**src/adcsq_pkg.sv**
```systemverilog
// Package: constants and carriers for the converter sequencer
package adcsq_pkg;

   // Register byte offsets
   localparam logic [7:0] ADCSQ_OFF_CTRL = 8'h00;
   localparam logic [7:0] ADCSQ_OFF_CFG = 8'h04;
   localparam logic [7:0] ADCSQ_OFF_INSEL = 8'h08;
   localparam logic [7:0] ADCSQ_OFF_SAMP = 8'h0C;
   localparam logic [7:0] ADCSQ_OFF_CMP = 8'h10;
   localparam logic [7:0] ADCSQ_OFF_RESULT = 8'h14;
   localparam logic [7:0] ADCSQ_OFF_STATUS = 8'h18;

   // Field positions
   localparam int ADCSQ_CTRL_ENABLE = 0;
   localparam int ADCSQ_CTRL_START = 2;
   localparam int ADCSQ_CTRL_FREERUN = 3;
   localparam int ADCSQ_CFG_RES_LO = 1;
   localparam int ADCSQ_CFG_SIGNED = 4;
   localparam int ADCSQ_CFG_PRESC_LO = 8;
   localparam int ADCSQ_INSEL_TYPE_LO = 0;
   localparam int ADCSQ_INSEL_GAIN_LO = 2;
   localparam int ADCSQ_INSEL_POS_LO = 8;
   localparam int ADCSQ_INSEL_NEG_LO = 12;
   localparam int ADCSQ_INSEL_SCAN_LO = 16;
   localparam int ADCSQ_CMP_ABOVE = 16;
   localparam int ADCSQ_ST_DONE = 0;
   localparam int ADCSQ_ST_CMP = 1;
   localparam int ADCSQ_ST_BUSY = 2;
   localparam int ADCSQ_ST_CFGERR = 3;

   // Reset values
   localparam logic [31:0] ADCSQ_RST_REG = 32'h0000_0000;

   // Resolution codes
   localparam logic [1:0] ADCSQ_RES_12R = 2'h0;
   localparam logic [1:0] ADCSQ_RES_RSVD = 2'h1;
   localparam logic [1:0] ADCSQ_RES_8R = 2'h2;
   localparam logic [1:0] ADCSQ_RES_12L = 2'h3;

   // Timeline in converter half-cycles: 2*(1+(RES+1)/2)
   localparam logic [7:0] ADCSQ_HALF_12 = 8'h0F;
   localparam logic [7:0] ADCSQ_HALF_8 = 8'h0B;
   localparam logic [7:0] ADCSQ_HALF_SAMPLE = 8'h01;
   localparam logic [6:0] ADCSQ_HALF_EXT_MAX = 7'h7F;

   // Gain codes: 0=1x .. 6=64x, 7=1/2x
   localparam logic [2:0] ADCSQ_GAIN_HALF = 3'h7;

   typedef enum logic [1:0] {
      ADCSQ_IN_INTERNAL = 2'b00,
      ADCSQ_IN_SINGLE = 2'b01,
      ADCSQ_IN_DIFF = 2'b10,
      ADCSQ_IN_DIFF_GAIN = 2'b11
   } adcsq_in_type_t;

   typedef enum logic [1:0] {
      ADCSQ_NEG_PIN = 2'b00,
      ADCSQ_NEG_INT_GND = 2'b01,
      ADCSQ_NEG_HALF_VREF = 2'b10
   } adcsq_neg_mode_t;

   typedef enum logic [1:0] {
      ADCSQ_S_IDLE = 2'b00,
      ADCSQ_S_RUN = 2'b01
   } adcsq_state_t;

   typedef struct packed {
      logic cyc;
      logic stb;
      logic we;
      logic [7:0] adr;
      logic [3:0] sel;
      logic [31:0] dat;
   } adcsq_wb_req_t;

   typedef struct packed {
      logic ack;
      logic [31:0] dat;
   } adcsq_wb_rsp_t;

   typedef struct packed {
      logic converter_clock;
      logic sample;
      logic busy;
      logic pos_internal;
      logic [3:0] pos_sel;
      adcsq_neg_mode_t neg_mode;
      logic [2:0] neg_pin;
      logic gain_en;
      logic [2:0] gain;
   } adcsq_ana_t;

endpackage : adcsq_pkg

```
**src/adcsq_top.sv**
```systemverilog
// Top: converter sequencer, result formatting, compare and bus slave
//
// Notes on behaviour
// - With gain, any positive pin; negative pin only from pins four to seven.
// - Gain offers eight settings from one half to sixty-four times.
// - Single-ended signed measurements use internal ground as negative input.
// - Unsigned single-ended or internal use half reference minus five percent.
// - Sampling extends by half converter cycles, up to sixty-four cycles.
// - Signed or unsigned is one global setting for core and channel.
// - Signed 12-bit results span 0xF800 to 0x07FF.
// - Unsigned 12-bit results span 0x0000 to 0x0FFF.
// - Result is 16 bits; 8-bit right aligned, 12-bit right or left.
// - Signed 12-bit right aligned pads bit 11 into bits 12 to 15.
// - Signed 8-bit pads bit 7 across the upper byte.
// - Compare against 12-bit threshold; event only above or below as set.
// - Start by software start bit or by incoming event; both are accepted, with no source select.
// - Scan starts at lowest positive input and steps up per conversion.
// - Converter clock comes from peripheral clock through a prescaler.
// - Latency is one plus (resolution+1)/2 plus gain cycles.
// - Msb first, rest over three or five cycles; last cycle prepares result.
// - A new conversion may begin right after the previous one completes.
// - Input is sampled during first half of the first converter cycle.
// - Resolution 00 12-bit right, 10 8-bit right, 11 12-bit left, 01 reserved.
// - Signed select is clear after reset, meaning unsigned.
// - Start bit clears itself once the conversion has started.
//
// The Wishbone register port and the register offsets were chosen for this implementation.
`timescale 1ns/1ns
module adcsq_top (
   input wire logic clk_i,
   input wire logic rst_i,
   input wire logic ce_i,
   input wire adcsq_pkg::adcsq_wb_req_t wb_req_i,
   output adcsq_pkg::adcsq_wb_rsp_t wb_rsp_o,
   input wire logic event_start_i,
   input wire logic [11:0] conv_code_i,
   output adcsq_pkg::adcsq_ana_t ana_o,
   output logic done_event_o,
   output logic cmp_event_o
);
   import adcsq_pkg::*;

   typedef struct packed {
      adcsq_wb_rsp_t rsp;
      adcsq_ana_t ana;
      logic done_ev;
      logic cmp_ev;
      logic [31:0] ctrl;
      logic [31:0] cfg;
      logic [31:0] insel;
      logic [31:0] samp;
      logic [31:0] cmp;
      logic [15:0] result;
      logic st_done;
      logic st_cmp;
      logic ev_pend;
      adcsq_state_t state;
      logic [6:0] presc;
      logic [7:0] half;
      logic [7:0] half_last;
      logic [3:0] scan_off;
      logic [11:0] sync1;
      logic [11:0] sync2;
      logic [11:0] sync3;
      logic [11:0] code;
   } adcsq_reg_t;

   adcsq_reg_t r;
   adcsq_reg_t next_r;
   logic [11:0] next_code;

   ////////////////////////////////////////////////////////////////////////
   // Analog code input: three-stage capture, accept when stages two and three agree
   genvar gi;
   generate
      for (gi = 0; gi < 12; gi++) begin : g_code
         assign next_code[gi] = (r.sync2[gi] == r.sync3[gi]) ? r.sync3[gi] : r.code[gi];
      end
   endgenerate

   ////////////////////////////////////////////////////////////////////////
   // Byte-lane write merge
   function automatic logic [31:0] merge(input logic [31:0] old, input logic [31:0] wd,
                                         input logic [3:0] sel);
      logic [31:0] m;
      m = old;
      for (int b = 0; b < 4; b++) begin
         if (sel[b]) begin
            m[b*8 +: 8] = wd[b*8 +: 8];
         end
      end
      return m;
   endfunction : merge

   ////////////////////////////////////////////////////////////////////////
   // Field views
   logic enable;
   logic freerun;
   logic signed_mode;
   logic [1:0] res;
   logic [2:0] presc_sel;
   adcsq_in_type_t in_type;
   logic [2:0] gain_sel;
   logic [3:0] pos_base;
   logic [2:0] neg_sel;
   logic [3:0] scan_cnt;
   logic [6:0] samp_ext;
   logic [11:0] thresh;
   logic cmp_above;
   logic cfg_err;

   assign enable = r.ctrl[ADCSQ_CTRL_ENABLE];
   assign freerun = r.ctrl[ADCSQ_CTRL_FREERUN];
   assign signed_mode = r.cfg[ADCSQ_CFG_SIGNED];
   assign res = r.cfg[ADCSQ_CFG_RES_LO +: 2];
   assign presc_sel = r.cfg[ADCSQ_CFG_PRESC_LO +: 3];
   assign in_type = adcsq_in_type_t'(r.insel[ADCSQ_INSEL_TYPE_LO +: 2]);
   assign gain_sel = r.insel[ADCSQ_INSEL_GAIN_LO +: 3];
   assign pos_base = r.insel[ADCSQ_INSEL_POS_LO +: 4];
   assign neg_sel = r.insel[ADCSQ_INSEL_NEG_LO +: 3];
   assign scan_cnt = r.insel[ADCSQ_INSEL_SCAN_LO +: 4];
   assign samp_ext = r.samp[6:0];
   assign thresh = r.cmp[11:0];
   assign cmp_above = r.cmp[ADCSQ_CMP_ABOVE];
   // Differential selection while unsigned is flagged for software
   assign cfg_err = (in_type[1] && !signed_mode);

   ////////////////////////////////////////////////////////////////////////
   // Converter clock prescaler: half period of 2^n peripheral cycles
   logic [6:0] presc_top;
   logic half_tick;
   logic rise_tick;
   assign presc_top = 7'((8'h01 << presc_sel) - 8'h01);
   assign half_tick = enable && (r.presc >= presc_top);
   assign rise_tick = half_tick && !r.ana.converter_clock;

   ////////////////////////////////////////////////////////////////////////
   // Conversion length in half cycles
   logic [7:0] gain_half;
   logic [7:0] conv_half;
   logic [7:0] samp_half;
   always_comb begin
      // Each doubling adds half a cycle; one half also takes one
      if (in_type != ADCSQ_IN_DIFF_GAIN) begin
         gain_half = 8'h00;
      end else if (gain_sel == ADCSQ_GAIN_HALF) begin
         gain_half = 8'h01;
      end else begin
         gain_half = {5'h00, gain_sel};
      end
   end
   assign samp_half = ADCSQ_HALF_SAMPLE + {1'b0, samp_ext};
   assign conv_half = ((res == ADCSQ_RES_8R) ? ADCSQ_HALF_8 : ADCSQ_HALF_12)
                      + {1'b0, samp_ext} + gain_half;

   ////////////////////////////////////////////////////////////////////////
   // Result formatting and compare
   logic [15:0] fmt;
   logic [11:0] cval;
   logic hit;
   always_comb begin
      unique case (res)
         ADCSQ_RES_8R: begin
            fmt = signed_mode ? {{8{r.code[11]}}, r.code[11:4]}
                              : {8'h00, r.code[11:4]};
            cval = {r.code[11:4], 4'h0};
         end
         ADCSQ_RES_12L: begin
            fmt = {r.code, 4'h0};
            cval = r.code;
         end
         ADCSQ_RES_12R, ADCSQ_RES_RSVD: begin
            fmt = signed_mode ? {{4{r.code[11]}}, r.code}
                              : {4'h0, r.code};
            cval = r.code;
         end
      endcase
   end
   always_comb begin
      if (signed_mode) begin
         hit = cmp_above ? ($signed(cval) > $signed(thresh))
                         : ($signed(cval) < $signed(thresh));
      end else begin
         hit = cmp_above ? (cval > thresh) : (cval < thresh);
      end
   end

   ////////////////////////////////////////////////////////////////////////
   // Input routing for the current position
   logic [3:0] cur_pos;
   adcsq_ana_t route;
   assign cur_pos = 4'(pos_base + r.scan_off);
   always_comb begin
      route = r.ana;
      route.pos_sel = cur_pos;
      route.pos_internal = (in_type == ADCSQ_IN_INTERNAL);
      route.gain_en = (in_type == ADCSQ_IN_DIFF_GAIN);
      route.gain = gain_sel;
      route.neg_pin = 3'h0;
      unique case (in_type)
         ADCSQ_IN_DIFF_GAIN: begin
            route.neg_mode = ADCSQ_NEG_PIN;
            route.neg_pin = {1'b1, neg_sel[1:0]};
         end
         ADCSQ_IN_DIFF: begin
            route.neg_mode = (neg_sel[2]) ? ADCSQ_NEG_INT_GND : ADCSQ_NEG_PIN;
            route.neg_pin = {1'b0, neg_sel[1:0]};
         end
         ADCSQ_IN_SINGLE, ADCSQ_IN_INTERNAL: begin
            route.neg_mode = signed_mode ? ADCSQ_NEG_INT_GND
                                         : ADCSQ_NEG_HALF_VREF;
         end
      endcase
   end

   ////////////////////////////////////////////////////////////////////////
   // Bus read mux
   logic [31:0] rd;
   logic hit_adr;
   always_comb begin
      hit_adr = 1'b1;
      unique case (wb_req_i.adr)
         ADCSQ_OFF_CTRL: rd = r.ctrl;
         ADCSQ_OFF_CFG: rd = r.cfg;
         ADCSQ_OFF_INSEL: rd = r.insel;
         ADCSQ_OFF_SAMP: rd = r.samp;
         ADCSQ_OFF_CMP: rd = r.cmp;
         ADCSQ_OFF_RESULT: rd = {16'h0000, r.result};
         ADCSQ_OFF_STATUS: rd = {28'h0000000, cfg_err, r.ana.busy, r.st_cmp, r.st_done};
         default: begin
            rd = 32'h0000_0000;
            hit_adr = 1'b0;
         end
      endcase
   end

   ////////////////////////////////////////////////////////////////////////
   // Next state
   logic take;
   logic wr;
   logic start_req;
   logic finish;
   logic more_scan;
   logic [31:0] wd_ctrl;
   logic [31:0] wd_status;
   assign take = wb_req_i.cyc && wb_req_i.stb && !r.rsp.ack;
   assign wr = take && wb_req_i.we;
   assign start_req = r.ctrl[ADCSQ_CTRL_START] || r.ev_pend;
   assign finish = (r.state == ADCSQ_S_RUN) && half_tick && (r.half == r.half_last);
   assign more_scan = (r.scan_off < scan_cnt);
   assign wd_ctrl = merge(r.ctrl, wb_req_i.dat, wb_req_i.sel);
   assign wd_status = merge(32'h0000_0000, wb_req_i.dat, wb_req_i.sel);

   always_comb begin
      next_r = r;
      next_r.sync1 = conv_code_i;
      next_r.sync2 = r.sync1;
      next_r.sync3 = r.sync2;
      next_r.code = next_code;
      next_r.done_ev = 1'b0;
      next_r.cmp_ev = 1'b0;
      next_r.rsp.ack = take;
      next_r.rsp.dat = take ? (wb_req_i.we ? 32'h0000_0000 : rd) : 32'h0000_0000;
      if (event_start_i && enable) begin
         next_r.ev_pend = 1'b1;
      end

      // Prescaler and converter clock level
      if (!enable) begin
         next_r.presc = 7'h00;
         next_r.ana.converter_clock = 1'b0;
      end else if (half_tick) begin
         next_r.presc = 7'h00;
         next_r.ana.converter_clock = !r.ana.converter_clock;
      end else begin
         next_r.presc = 7'(r.presc + 7'h01);
      end

      // Sequencer
      unique case (r.state)
         ADCSQ_S_IDLE: begin
            next_r.ana.busy = 1'b0;
            next_r.ana.sample = 1'b0;
            // Pending start is taken only on a converter rising edge
            if (rise_tick && start_req) begin
               next_r.state = ADCSQ_S_RUN;
               next_r.ana = route;
               next_r.ana.converter_clock = 1'b1;
               next_r.ana.busy = 1'b1;
               next_r.ana.sample = 1'b1;
               next_r.half = 8'h00;
               next_r.half_last = conv_half - 8'h01;
               next_r.ctrl[ADCSQ_CTRL_START] = 1'b0;
               next_r.ev_pend = event_start_i;
            end
         end
         ADCSQ_S_RUN: begin
            if (half_tick) begin
               next_r.half = 8'(r.half + 8'h01);
               if (8'(r.half + 8'h01) >= samp_half) begin
                  next_r.ana.sample = 1'b0;
               end
            end
            if (finish) begin
               next_r.result = fmt;
               next_r.st_done = 1'b1;
               next_r.done_ev = 1'b1;
               if (hit) begin
                  next_r.st_cmp = 1'b1;
                  next_r.cmp_ev = 1'b1;
               end
               // Back-to-back continuation on the same converter clock edge as the finish
               if (more_scan || freerun || start_req) begin
                  next_r.scan_off = more_scan ? 4'(r.scan_off + 4'h1) : 4'h0;
                  next_r.half = 8'h00;
                  next_r.half_last = conv_half - 8'h01;
                  next_r.ana.sample = 1'b1;
                  next_r.ana.pos_sel = more_scan ? 4'(cur_pos + 4'h1) : pos_base;
                  next_r.ctrl[ADCSQ_CTRL_START] = 1'b0;
                  next_r.ev_pend = event_start_i;
               end else begin
                  next_r.state = ADCSQ_S_IDLE;
                  next_r.scan_off = 4'h0;
                  next_r.ana.busy = 1'b0;
                  next_r.ana.sample = 1'b0;
               end
            end
            if (!enable) begin
               next_r.state = ADCSQ_S_IDLE;
               next_r.scan_off = 4'h0;
               next_r.ana.busy = 1'b0;
               next_r.ana.sample = 1'b0;
            end
         end
         default: begin
            next_r.state = ADCSQ_S_IDLE;
         end
      endcase

      // Register writes; hardware set of a flag beats the software clear
      if (wr && hit_adr) begin
         unique case (wb_req_i.adr)
            ADCSQ_OFF_CTRL: begin
               next_r.ctrl = {28'h0000000, wd_ctrl[3:2], 1'b0, wd_ctrl[0]};
               if (!wd_ctrl[ADCSQ_CTRL_START] && r.ctrl[ADCSQ_CTRL_START]) begin
                  next_r.ctrl[ADCSQ_CTRL_START] = next_r.ctrl[ADCSQ_CTRL_START];
               end
            end
            ADCSQ_OFF_CFG: next_r.cfg = merge(r.cfg, wb_req_i.dat, wb_req_i.sel)
                                        & 32'h0000_0716;
            ADCSQ_OFF_INSEL: next_r.insel = merge(r.insel, wb_req_i.dat, wb_req_i.sel)
                                            & 32'h000F_7F1F;
            ADCSQ_OFF_SAMP: next_r.samp = merge(r.samp, wb_req_i.dat, wb_req_i.sel)
                                          & {25'h0000000, ADCSQ_HALF_EXT_MAX};
            ADCSQ_OFF_CMP: next_r.cmp = merge(r.cmp, wb_req_i.dat, wb_req_i.sel)
                                        & 32'h0001_0FFF;
            ADCSQ_OFF_STATUS: begin
               if (wd_status[ADCSQ_ST_DONE] && !(finish)) begin
                  next_r.st_done = 1'b0;
               end
               if (wd_status[ADCSQ_ST_CMP] && !(finish && hit)) begin
                  next_r.st_cmp = 1'b0;
               end
            end
            default: begin
            end
         endcase
      end
   end

   ////////////////////////////////////////////////////////////////////////
   // State register
   always_ff @(posedge clk_i) begin
      if (rst_i) begin
         r <= '0;
         r.ctrl <= ADCSQ_RST_REG;
         r.cfg <= ADCSQ_RST_REG;
         r.state <= ADCSQ_S_IDLE;
      end else if (ce_i) begin
         r <= next_r;
      end
   end

   assign wb_rsp_o = r.rsp;
   assign ana_o = r.ana;
   assign done_event_o = r.done_ev;
   assign cmp_event_o = r.cmp_ev;

endmodule : adcsq_top
```
**config.mk**
```make
export PLATFORM = sky130hd
export DESIGN_NAME = adcsq_top
export DESIGN_NICKNAME = d
export VERILOG_FILES = /design/src/adcsq_pkg.sv /design/src/adcsq_top.sv
export SDC_FILE = /design/constraint.sdc
export NUM_CORES = 1
export LEC_CHECK = 0
export BUFFER_PORTS_ARGS = -buffer_cell sky130_fd_sc_hd__buf_2
export CAP_MARGIN = 10
export CELL_PAD_IN_SITES_DETAIL_PLACEMENT = 2
export CELL_PAD_IN_SITES_GLOBAL_PLACEMENT = 2
export CORE_MARGIN = 3
export CORE_UTILIZATION = 32
export CTS_CLUSTER_DIAMETER = 80
export DETAILED_ROUTE_END_ITERATION = 8
export PLACE_DENSITY_LB_ADDON = 0.1
export RECOVER_POWER = 25
export SYNTH_ARGS = -nofsm -noshare
export SYNTH_HDL_FRONTEND = slang
export SYNTH_SLANG_ARGS = --single-unit
```
**constraint.sdc**
```tcl
create_clock -name clk_i -period 3.1 [get_ports clk_i]
set_input_delay 0.62 -clock clk_i [delete_from_list [all_inputs] [get_ports clk_i]]
set_output_delay 0.62 -clock clk_i [all_outputs]
set_load 0.02 [all_outputs]
```
==> impl_results.md <==
* Status: completed
* Nets at 1,294
* Crit path launch: presc_sel[0]
* Sequential power share at 50.8%
* EDFF count, synth at 0
* Placed cell areas at 10,400 sq um
* Top FF cell, synth: dfxtp_1
* Worst Max-Slew Pin Slew at 0.679 ns
* R2R Setup Slk at approximately 0.08 ns
* Hold path start: wb_req_i[19]
* Clock group share of total power at 44.6%
* Commonest non-fill, non-tap cell in the layout: dfxtp_1
* Worst Clk Skew at 0.0135 ns
* CP Data Arrival Time at ~3.4 ns
* Crit share post-route at 97.5%
* Slowest CP cell: or3_1
* Power Density at between 400 and 500 nW/um^2
* Most used cell, CP: a21o_1
* Routed vias at about 8,200
* Critical path peak fanout at 5
* Initial core utilization at between 30% and 40%
* Req. time, crit path at around 3.5 ns
* Post-DP HPWL at 23.7 mm
* Register area share after synthesis at 37.2%
* WS Path Type: reg2reg
* Clk sinks at 179
* Worst r2r path cells at 13
* Vias in the first global route at 8,825
* Final WL at ~32 mm
* Yosys warning total at 0
* Synth top area share at between 30% and 40%
* First-pass GRT wire length at just over 50 mm
* Leading area contributor after synthesis: dfxtp_1
* Iter 0 DRT Violations at 364
* Synth Instances at 1,135
* Num CTS Buffers at 17
* GRT overflow at 0
* Sw Pwr at between 1 and 1.5 mW
* Initial antenna violation count at 1
* Clk_lat worst skew at approximately 0.44 ns
* DRC Markers at 0
* Routed Antenna Nets at 0
* FFs w/ async S/R, synth at 0%
* Avg Inst Size Synth at 8.49 sq um
* Worst reg2reg path endpoint: r[48]
* Layout Cell Area excl Fill at 11,000 sq um
* Max Cap Violations at 0
* Min-Delay Path Class: in2reg
* Reg2Reg Launch Point: presc_sel[0]
* # rows at 62
* Port bufs at 88
* CP peak stage delay at 0.41 ns
* Clock buffer depth at 2
* Pint at ~3.4 mW
* Multiplexer share of the synthesized area at 8.36%
* Worst-path cell chain: or3_1 > ha_2 > nor3_1 > a21o_1 > a21oi_1 > ha_1 > a21o_1 > a211oi_4 > o21a_2 > o31ai_2 > a31oi_1 > buf_4 > mux2_2
* Setup Viol. Count Final at 0
* Slew Limit Headroom at 54.7%
* Core Area at 29,200 sq um
* Mapped cell area at about 9600 sq um
* XOR/XNOR Fraction of Synth Area at 4.47%
* Power, Total at 4.58 mW
* Die span in x at 180 um
* CTS tree: done
* Fillers at 3,336
* Post-Synth Adder-Cell Area at 6.46%
* Vert. Die Dim at 180 um
* Crit. End Element: flop
* CP Launch Type: flop
* Via density at 5.17
* # IOs at about 120
* Number of diodes at 0
* Most frequent cells in the layout: dfxtp_1, nor2_1, nand2_1
* Clock Pin Slew Worst Setup and Hold Paths at 0.07 ns
* CTS HTree Levels at 4
* Max Fclk at 331 MHz
* Die Area at 32,200 sq um
* Combinational Power Share at around 4.7%
* Share of cells above drive strength 1 at 18.0%
* Setup crit end: r[48]
* GRT Total Usage at roughly a fifth
* Drt wl/cell at 20.1 um
* Compound-gate portion of the synthesized area at between 15 and 20%
* Sw Ratio at between 20% and 30%
* Seq cells post-synth at 179
* Fin crit period at about 3 ns
* Area grow syn2layout at 13.9%
* Maximum VDD drop at 0.000347 V
* Ranking of synthesized cells by area: dfxtp_1, mux2i_1, ha_1, nor2_1, a21oi_1
* Largest family of logic cells by synthesized area: simple AND/OR/NAND/NOR gates
* Clock Tree Root: clkbuf_16
* DRT Pass-1 Iters at 5
* Yosys cell types at 78
* Static Leak at 4.20 nW
* Maximum number of pins on one net before global-route repair at 87
* Simple-gate portion of the synthesized area at between 10% and 20%
* Final hold vios at 0
* Final Max Tran Viols at 0
* Routability cong. at 0.786
-- metal layers --
metal  part of all wire (%)  GRT usage (%)  vias to the layer above
li1                       -              -                     3978
met1                     45           24.5                     4067
met2                     51           35.6                      102
met3                    2.4           2.83                       23
met4                    1.4           5.01                        2
met5                  0.047              0                        -
-- critical path: cells and delay by family (launching register included) --
kind                     cells  cell delay (ns)
AND/OR/NAND/NOR              2             0.55
adder cells (fa/ha/maj)      2             0.51
buffers and inverters        1             0.18
AO/OA/AOI/OAI                7             1.27
flip-flops                   1             0.31
multiplexers                 1             0.13
-- what timing repair did --
item,CTS,global route
endpoints found under the hold margin,0,0
resized for setup,4,14
setup buffers,0,1
pin swaps,1,3
hold buffers,0,0
setup endpoints to repair,21,39
-- state kept, by name (all words and copies together) (netlist names) --
name          cells
enable            1
in_type           2
wb_rsp_o         21
gain_sel          3
freerun           1
ana_o            16
r                98
next_r           24
presc_sel         3
done_event_o      1
cmp_above         1
neg_sel           3
pos_base          4
cmp_event_o       1
-- final cells by class --
class	count	area (sq um)	area share [%]
clock inverter	11	82.6	0.752
multi-input combinational	802	5320	48.5
clock buffer	21	450	4.10
timing repair buffer	137	881	8.03
tap	384	480	4.38
sequential	179	3580	32.7
inverter	46	173	1.57
-- kinds of logic after synthesis --
group | after synthesis
buf+inv | 165
xor+xnor | 44
simple gates | 379
flops | 179
mux | 79
other cells | 1
fa+ha+maj | 48
compound gates | 240
-- synth_stat cells (all sizes together) (9+ instances only) --
cell type and number:
inv 46, xor2 11, nand2 101, o211ai 10, and2 14, dfxtp 179, xnor2 33, nor3 25
nand3 26, buf 69, clkbuf 50, nor2 150, a22oi 12, nand4 10, ha 45, a21o 12
nor4 9, mux2i 76, and3 12, o21ai 53, a21oi 101
-- worst min-delay path by stage --
stage	endpoint	slack, ns	cells after the start
floorplan	r[83]	0.43	2
global route	neg_sel[2]	0.41	3
CTS	r[179]	0.40	3
finish	r[179]	0.41	3
detailed placement	r[84]	0.45	2
global placement	r[82]	0.44	2
-- per-stage QoR --
stage	hold WS [ns]	setup TNS [ns]	worst slack, ns	std cells	utilization, %
global route	0.412	-0.00255	-0.00255	1580	37.6
detailed placement	0.452	-0.278	-0.0874	1547	35.5
finish	0.411	0	0.0782	1580	37.6
global placement	0.438	-0.0236	-0.0236	1547	35.5
floorplan	0.427	0	0.00631	1146	-
CTS	0.398	0	0.0176	1579	37.4
-- power by group through the flow --
stage          combinational [mW]  clock (mW)  sequential (mW)
2_1_floorplan               0.137           0             2.38
3_3_place_gp                0.214           0             2.38
3_5_place_dp                0.217           0             2.38
4_1_cts                     0.218        2.11             2.33
5_1_grt                     0.236        2.21             2.33
6_report                    0.214        2.04             2.33
Note: power is estimated with default switching activity, not from simulation.
